File: config.mk
export PLATFORM = sky130hd
export DESIGN_NAME = tcmo_timer
export DESIGN_NICKNAME = d
export VERILOG_FILES = /design/src/common/tcmo_pkg.sv /design/src/logic/tcmo_timer.sv
export VERILOG_INCLUDE_DIRS = /design/src /design/src/common
export SDC_FILE = /design/constraint.sdc
export NUM_CORES = 1
export LEC_CHECK = 0
export BUFFER_PORTS_ARGS = -buffer_cell sky130_fd_sc_hd__buf_2
export CORE_MARGIN = 5
export CORE_UTILIZATION = 45
export DETAILED_ROUTE_END_ITERATION = 12
export PLACE_DENSITY = 0.75
export SLEW_MARGIN = 20
export SYNTH_ARGS = -nofsm -noshare
export SYNTH_HDL_FRONTEND = slang
export SYNTH_SLANG_ARGS = --single-unit
File: constraint.sdc
create_clock -name clk_sys -period 3.39 [get_ports clk_sys]
set_clock_uncertainty 0.15 [all_clocks]
set_input_delay 0.678 -clock clk_sys [delete_from_list [all_inputs] [get_ports clk_sys]]
set_output_delay 0.678 -clock clk_sys [all_outputs]
set_load 0.1 [all_outputs]
File: src/common/tcmo_cfg.svh
`ifndef TCMO_CFG_SVH
`define TCMO_CFG_SVH
`define TCMO_CNT_W       16
`define TCMO_CNT_MAX     16'hffff
`define TCMO_CNT_BOTTOM  16'h0000
`define TCMO_TOP_8BIT    16'h00ff
`define TCMO_TOP_9BIT    16'h01ff
`define TCMO_TOP_10BIT   16'h03ff
`define TCMO_WGM_NORMAL  4'h0
`define TCMO_WGM_CTC_OCR 4'h4
`define TCMO_WGM_FP8     4'h5
`define TCMO_WGM_FP9     4'h6
`define TCMO_WGM_FP10    4'h7
`define TCMO_WGM_CTC_ICR 4'hc
`define TCMO_WGM_FP_ICR  4'he
`define TCMO_WGM_FP_OCR  4'hf
`define TCMO_COM_OFF     2'h0
`define TCMO_COM_TOGGLE  2'h1
`define TCMO_COM_CLEAR   2'h2
`define TCMO_COM_SET     2'h3
`define TCMO_OC_RST      1'b0
`endif

File: src/common/tcmo_pkg.sv
package tcmo_pkg;
    typedef logic [15:0] tcmo_count_t;
    typedef enum logic [1:0] {
        TCMO_CLS_NONPWM = 2'b00,
        TCMO_CLS_FAST   = 2'b01,
        TCMO_CLS_OTHER  = 2'b10
    } tcmo_class_e;
endpackage

File: src/logic/tcmo_timer.sv
// Operation
// Reset clears the internal output state to zero, regardless of pin level.
// Nonzero output mode replaces port output value with output state; direction unchanged.
// Pin drives the waveform only while its direction bit selects output.
// Output state can be preset before the pin output is enabled.
// Output mode setting never affects the input capture function.
// Output mode zero leaves the output state unchanged on compare match.
// A new output mode acts from the first compare match after writing.
// In non-PWM modes the force strobe applies the match action immediately.
// Counting depends only on waveform mode; output mode only shapes output.
// Mode 0 always increments, never clears on match, wraps ffff to 0000.
// Normal mode sets overflow flag in the cycle the counter becomes zero.
// Hardware only sets overflow flag; servicing clears it.
// Normal mode accepts counter writes at any time.
// Clear-on-match clears counter at compare A (mode 4) or capture (12).
// Clear-on-match top sets compare A match flag or capture flag.
// Unbuffered top below count makes counter run to ffff and wrap first.
// Clear-on-match output mode 1 toggles channel A output on each match.
// Clear-on-match sets overflow flag when counter passes max to zero.
// Modes 5, 6, 7, 14, 15 are fast PWM, single slope bottom to top.
// Fast PWM non-inverting sets on match, clears at top; inverting reverses.
// Fast PWM top fixed ff, 1ff, 3ff, or capture (14) or compare A (15).
// Fast PWM output mode two non-inverted, three inverted.
// Fast PWM compare A is double buffered, loaded when counter matches top.
// Non-PWM output modes 1, 2, 3 toggle, clear, set on match.
// State advances only on prescaler enable pulses; all on system clock.
`timescale 1ns/1ps
`default_nettype none
`include "tcmo_cfg.svh"
module tcmo_timer (
    input  wire logic        clk_sys,
    input  wire logic        rst_b,
    input  wire logic        clk_en,
    input  wire logic        timer_tick,
    input  wire logic [3:0]  waveform_gen_mode,
    input  wire logic [1:0]  compare_output_mode_chan_a,
    input  wire logic        force_compare_strobe,
    input  wire logic        counter_wr,
    input  wire logic [15:0] counter_wdata,
    input  wire logic        compare_reg_wr,
    input  wire logic [15:0] compare_reg_wdata,
    input  wire logic [15:0] capture_reg,
    input  wire logic        overflow_clr,
    input  wire logic        match_clr,
    input  wire logic        capture_clr,
    input  wire logic        capture_event,
    input  wire logic        pin_direction_bit,
    input  wire logic        port_out_bit,
    output logic [15:0]      counter_value,
    output logic [15:0]      compare_reg_chan_a,
    output logic             overflow_flag,
    output logic             match_flag_chan_a,
    output logic             capture_flag,
    output logic             compare_output_state_chan_a,
    output logic             pin_out,
    output logic             pin_oe
);
    tcmo_pkg::tcmo_count_t cnt_reg, cnt_next, ocr_reg, ocr_next, buf_reg, buf_next;
    logic                  tov_reg, tov_next, ocf_reg, ocf_next, icf_reg, icf_next;
    logic                  oc_reg, oc_next, blk_reg, blk_next;
    logic                  pout_reg, pout_next, poe_reg, poe_next;
    logic                  cap_s1_reg, cap_s2_reg, cap_d_reg;
    tcmo_pkg::tcmo_class_e cls;
    tcmo_pkg::tcmo_count_t top;
    logic                  at_top, match, tick, cap_edge, ctc_top_icr;

    // Capture pin synchronised; the edge feeds only the capture flag
    always_ff @(posedge clk_sys or negedge rst_b) begin
        if (!rst_b) begin
            cap_s1_reg <= 1'b0;
            cap_s2_reg <= 1'b0;
            cap_d_reg  <= 1'b0;
        end else if (clk_en) begin
            cap_s1_reg <= capture_event;
            cap_s2_reg <= cap_s1_reg;
            cap_d_reg  <= cap_s2_reg;
        end
    end

    always_comb begin
        tick = clk_en && timer_tick;
        cap_edge = cap_s2_reg && !cap_d_reg;
        ctc_top_icr = 1'b0;

        case (waveform_gen_mode)
            `TCMO_WGM_NORMAL: begin
                cls = tcmo_pkg::TCMO_CLS_NONPWM;
                top = `TCMO_CNT_MAX;
            end
            `TCMO_WGM_CTC_OCR: begin
                cls = tcmo_pkg::TCMO_CLS_NONPWM;
                top = ocr_reg;
            end
            `TCMO_WGM_CTC_ICR: begin
                cls = tcmo_pkg::TCMO_CLS_NONPWM;
                top = capture_reg;
                ctc_top_icr = 1'b1;
            end
            `TCMO_WGM_FP8: begin
                cls = tcmo_pkg::TCMO_CLS_FAST;
                top = `TCMO_TOP_8BIT;
            end
            `TCMO_WGM_FP9: begin
                cls = tcmo_pkg::TCMO_CLS_FAST;
                top = `TCMO_TOP_9BIT;
            end
            `TCMO_WGM_FP10: begin
                cls = tcmo_pkg::TCMO_CLS_FAST;
                top = `TCMO_TOP_10BIT;
            end
            `TCMO_WGM_FP_ICR: begin
                cls = tcmo_pkg::TCMO_CLS_FAST;
                top = capture_reg;
                ctc_top_icr = 1'b1;
            end
            `TCMO_WGM_FP_OCR: begin
                cls = tcmo_pkg::TCMO_CLS_FAST;
                top = ocr_reg;
            end
            default: begin
                // Dual-slope modes are not built here; they count like normal mode
                cls = tcmo_pkg::TCMO_CLS_OTHER;
                top = `TCMO_CNT_MAX;
            end
        endcase
        // Exact equality: a top written below the count is missed until wrap
        at_top = (cnt_reg == top);
        // A counter write blocks the match in the next timer cycle
        match = (cnt_reg == ocr_reg) && !blk_reg;
    end

    always_comb begin
        cnt_next = cnt_reg;
        ocr_next = ocr_reg;
        buf_next = buf_reg;
        tov_next = tov_reg && !overflow_clr;
        ocf_next = ocf_reg && !match_clr;
        icf_next = icf_reg && !capture_clr;
        oc_next  = oc_reg;
        blk_next = blk_reg;
        if (compare_reg_wr) begin
            if (cls == tcmo_pkg::TCMO_CLS_FAST) begin
                buf_next = compare_reg_wdata;
            end else begin
                ocr_next = compare_reg_wdata;
                buf_next = compare_reg_wdata;
            end
        end
        if (tick) begin
            blk_next = 1'b0;
            if (at_top && waveform_gen_mode != `TCMO_WGM_NORMAL) begin
                cnt_next = `TCMO_CNT_BOTTOM;
            end else begin
                cnt_next = cnt_reg + 16'h0001;
            end
            if (cls == tcmo_pkg::TCMO_CLS_FAST) begin
                if (at_top) begin
                    tov_next = 1'b1;
                    ocr_next = buf_reg;
                    if (ctc_top_icr) begin
                        icf_next = 1'b1;
                    end
                end
            end else if (cnt_reg == `TCMO_CNT_MAX) begin
                tov_next = 1'b1;
            end
            if (cls == tcmo_pkg::TCMO_CLS_NONPWM && at_top
                    && waveform_gen_mode != `TCMO_WGM_NORMAL && ctc_top_icr) begin
                icf_next = 1'b1;
            end
            if (match) begin
                ocf_next = 1'b1;
                // Mode is sampled live, so a new value acts at the next match
                case (compare_output_mode_chan_a)
                    `TCMO_COM_TOGGLE: oc_next = (cls == tcmo_pkg::TCMO_CLS_NONPWM
                        || waveform_gen_mode == `TCMO_WGM_FP_OCR) ? !oc_reg : oc_reg;
                    `TCMO_COM_CLEAR:  oc_next = (cls == tcmo_pkg::TCMO_CLS_FAST);
                    `TCMO_COM_SET:    oc_next = (cls != tcmo_pkg::TCMO_CLS_FAST);
                    default:          oc_next = oc_reg;
                endcase
            end
            if (cls == tcmo_pkg::TCMO_CLS_FAST && at_top) begin
                if (compare_output_mode_chan_a == `TCMO_COM_CLEAR) begin
                    oc_next = 1'b0;
                end else if (compare_output_mode_chan_a == `TCMO_COM_SET) begin
                    oc_next = 1'b1;
                end
            end
        end
        if (cap_edge && !ctc_top_icr) begin
            icf_next = 1'b1;
        end
        if (clk_en && force_compare_strobe && cls == tcmo_pkg::TCMO_CLS_NONPWM) begin
            case (compare_output_mode_chan_a)
                `TCMO_COM_TOGGLE: oc_next = !oc_reg;
                `TCMO_COM_CLEAR:  oc_next = 1'b0;
                `TCMO_COM_SET:    oc_next = 1'b1;
                default:          oc_next = oc_reg;
            endcase
        end
        if (clk_en && counter_wr) begin
            cnt_next = counter_wdata;
            blk_next = 1'b1;
        end
        // Port path: compare state overrides port data, direction bit gates drive
        pout_next = (compare_output_mode_chan_a != `TCMO_COM_OFF) ? oc_next
                                                                  : port_out_bit;
        poe_next  = pin_direction_bit;
    end

    always_ff @(posedge clk_sys or negedge rst_b) begin
        if (!rst_b) begin
            cnt_reg  <= `TCMO_CNT_BOTTOM;
            ocr_reg  <= `TCMO_CNT_BOTTOM;
            buf_reg  <= `TCMO_CNT_BOTTOM;
            tov_reg  <= 1'b0;
            ocf_reg  <= 1'b0;
            icf_reg  <= 1'b0;
            oc_reg   <= `TCMO_OC_RST;
            blk_reg  <= 1'b0;
            pout_reg <= 1'b0;
            poe_reg  <= 1'b0;
        end else if (clk_en) begin
            cnt_reg  <= cnt_next;
            ocr_reg  <= ocr_next;
            buf_reg  <= buf_next;
            tov_reg  <= tov_next;
            ocf_reg  <= ocf_next;
            icf_reg  <= icf_next;
            oc_reg   <= oc_next;
            blk_reg  <= blk_next;
            pout_reg <= pout_next;
            poe_reg  <= poe_next;
        end
    end

    assign counter_value               = cnt_reg;
    assign compare_reg_chan_a          = ocr_reg;
    assign overflow_flag               = tov_reg;
    assign match_flag_chan_a           = ocf_reg;
    assign capture_flag                = icf_reg;
    assign compare_output_state_chan_a = oc_reg;
    assign pin_out                     = pout_reg;
    assign pin_oe                      = poe_reg;
endmodule
`default_nettype wire

==> impl_metrics.env <==
export IMPL_slew_headroom=0.333
export IMPL_cp_max_fo=16
export IMPL_synth_commonest_cells="58 x dfrtp_1, 35 x nand2_1, 24 x clkbuf_1, 20 x and2_1, 20 x mux2_2"
export IMPL_grt_pass1_vias=3983
export IMPL_cts_inserted_buffers=9
export IMPL_criticalPathCategory="input port to flop"
export IMPL_ys_top_cells_by_area="dfrtp_1 36%, mux2_2 5.6%, a221o_1 4.5%"
export IMPL_cts_sinks=58
export IMPL_worstSetupStartpointType="input port"
export IMPL_antenna_found_initial=0
export IMPL_place_gp_congestion=0.953
export IMPL_cts_clk_slew_worst_paths_ns=0.08
export IMPL_io_pins=105
export IMPL_slew_viol_final=0
export IMPL_use_met1=0.296
export IMPL_peakVddDrop_mv=0.385
export IMPL_grt_pass1_wl_um=19800
export IMPL_finalSetupViolCount=0
export IMPL_fillers=802
export IMPL_placed_cell_area_mm2=0.00460
export IMPL_design_die_area_mm2=0.0109
export IMPL_critPathRequiredTime_ns=3.47
export IMPL_synth_distinct_cells=62
export IMPL_leakagePower_nw=2.16
export IMPL_cts_tree="yes"
export IMPL_synth_edf_count=0
export IMPL_vias=3961
export IMPL_drtIter0Drc=332
export IMPL_syn_area_mm2=0.00400
export IMPL_min_period_over_period=0.900
export IMPL_synth_most_common_cell="dfrtp_1"
export IMPL_ctsHtreeMaxLevel=3
export IMPL_io_buffers=104
export IMPL_grt_overflow_total=0
export IMPL_async_flop_share=1.00
export IMPL_routedWlPerCell_um=18.9
export IMPL_drt_pass1_iter_count=6
export IMPL_die_x_um=104
export IMPL_std_cell_rows=34
export IMPL_avgSynthCellArea_um2=9.27
export IMPL_ys_seq_elements=58
export IMPL_grt_use_met2=0.346
export IMPL_area_growth_pct=20.4
export IMPL_timing_rr_end="overflow_flag"
export IMPL_grtUsageMet3=0.0701
export IMPL_synth_top_area_share=0.363
export IMPL_hold_viol=0
export IMPL_yosys_warnings=0
export IMPL_ys_seq_area_frac=0.363
export IMPL_max_freq_ghz=0.328
export IMPL_tightest_slew_ns=0.997
export IMPL_start_util=0.460
export IMPL_worstRegToRegCells=8
export IMPL_routed_wl_um=11900
export IMPL_critPathCaptureType="flop"
export IMPL_fin_setup_tns_ns=0
export IMPL_finalCriticalPeriod_ns=3.05
export IMPL_worstPathArrival_ns=3.13
export IMPL_yosysTopAreaCell="dfrtp_1"
export IMPL_reg2reg_slack_ns=0.36
export IMPL_diodes=0
export IMPL_ant_nets=0
export IMPL_dieHeight_um=104
export IMPL_clk_latency_ns=0.35
export IMPL_fin_nets=588
export IMPL_via_per_inst=6.26
export IMPL_status="finished, final reports clean"
export IMPL_grt_usage=0.221
export IMPL_design_area_mm2=0.00481
export IMPL_drv_cap=0
export IMPL_syn_nets=499
export IMPL_powerDensity_mw_per_mm2=543
export IMPL_grt_max_degree=36
export IMPL_min_path_type="input port to asynchronous set/reset pin"
export IMPL_post_dp_hpwl_um=9040
export IMPL_layout_drive_gt1_share=0.320
export IMPL_grt_busiest_layer="met2"
export IMPL_regToRegStartpoint="counter_value[0]"
export IMPL_cts_root_buf="clkbuf_8"
export IMPL_synthCells=431
export IMPL_cts_buffer_depth=2
export IMPL_synthFlopType="dfrtp_1"
export IMPL_drc=0
export IMPL_grt_setup_unrepaired="no"
export IMPL_core_mm2=0.00868
## final cells by class
class,instances,area [um^2],share of cell area
repair buffers,118,663,0.138
clock inverters,6,66.3,0.0138
inverters,14,52.6,0.0109
multi-input cells,319,2300,0.479
well taps,108,135,0.0281
clock buffers,10,138,0.0286
flip-flops and latches,58,1450,0.302
## cell usage in the layout (no fill, tap or decap), types with 4 or more instances in the layout
| master | instances |
|---|---|
| a211oi_1 | 5 |
| a21oi_1 | 7 |
| a221o_1 | 18 |
| a222oi_1 | 7 |
| a22o_1 | 4 |
| a22oi_1 | 4 |
| and2_1 | 20 |
| and3_1 | 5 |
| and3b_1 | 4 |
| and4_1 | 5 |
| buf_2 | 104 |
| buf_4 | 11 |
| clkbuf_8 | 10 |
| dfrtp_1 | 56 |
| inv_1 | 14 |
| mux2_2 | 20 |
| nand2_1 | 35 |
| nand2b_1 | 6 |
| nand3_1 | 7 |
| nand4_1 | 13 |
| nand4b_1 | 5 |
| nor2_1 | 14 |
| nor2b_1 | 5 |
| nor3_1 | 7 |
| nor3b_1 | 7 |
| nor4_1 | 14 |
| o211ai_1 | 5 |
| o21ai_0 | 17 |
| o221ai_1 | 6 |
| o22ai_1 | 5 |
| or2_2 | 4 |
| or3_1 | 5 |
| or4_1 | 4 |
| xnor2_1 | 9 |
| xor2_1 | 13 |
## cells by family after synthesis
group | count (synthesis) | share of synthesized area
AOI/OAI and AO/OA | 105 | 0.209
xor gates and xnor gates | 22 | 0.0482
adders and majority gates | 1 | 0.00313
buffers and inverters | 54 | 0.0626
DFF | 58 | 0.363
muxes | 22 | 0.0614
and+or+nand+nor | 169 | 0.252
## report_power, final
part	switching (mW)	internal (mW)	total [mW]
clock network	0.321	0.359	0.680
logic	0.715	0.271	0.986
registers	0.157	0.789	0.945
total	1.19	1.42	2.61
## layer usage
layer / up-vias / wire length [um]
li1: 1815 / -
met1: 1921 / 5340
met2: 206 / 5430
met3: 19 / 1040
met4: 0 / 129
met5: - / 0
## through the flow
stage | total power [mW] | utilization | cells | hold slack, ns | setup WS, ns
floorplan | 1.70 | - | 431 | 0.232 | 0.0366
global placement | 1.92 | 0.530 | 617 | 0.308 | -0.0820
detailed placement | 1.94 | 0.530 | 617 | 0.320 | -0.213
CTS | 2.62 | 0.553 | 633 | 0.186 | 0.153
global route | 2.73 | 0.554 | 633 | 0.202 | 0.199
finish | 2.61 | 0.554 | 633 | 0.166 | 0.340
## worst max path at each step
stage | startpoint | end
after floorplan | compare_reg_chan_a[2] | compare_reg_chan_a[5]
after global placement | waveform_gen_mode[0] | compare_reg_chan_a[7]
after detailed placement | waveform_gen_mode[0] | compare_reg_chan_a[6]
after CTS | waveform_gen_mode[0] | compare_reg_chan_a[6]
after global routing | waveform_gen_mode[0] | compare_reg_chan_a[8]
final | waveform_gen_mode[3] | compare_reg_chan_a[6]
## critical path, stage by stage
cell,delay (ns)
buf_2,0.15
or3_1,0.48
o221ai_1,0.24
xor2_1,0.09
nor3_1,0.32
and4_1,0.33
and3_4,0.23
a31oi_4,0.21
a221o_1,0.37
## what timing repair did
action / CTS / global route
endpoints found under the hold margin: 0 / 0
hold buffers: 0 / 0
endpoints found under the setup margin: 0 / 16
gates resized for setup: 0 / 1
buffers inserted: 0 / 0
Power figures use the tool's default switching activity.
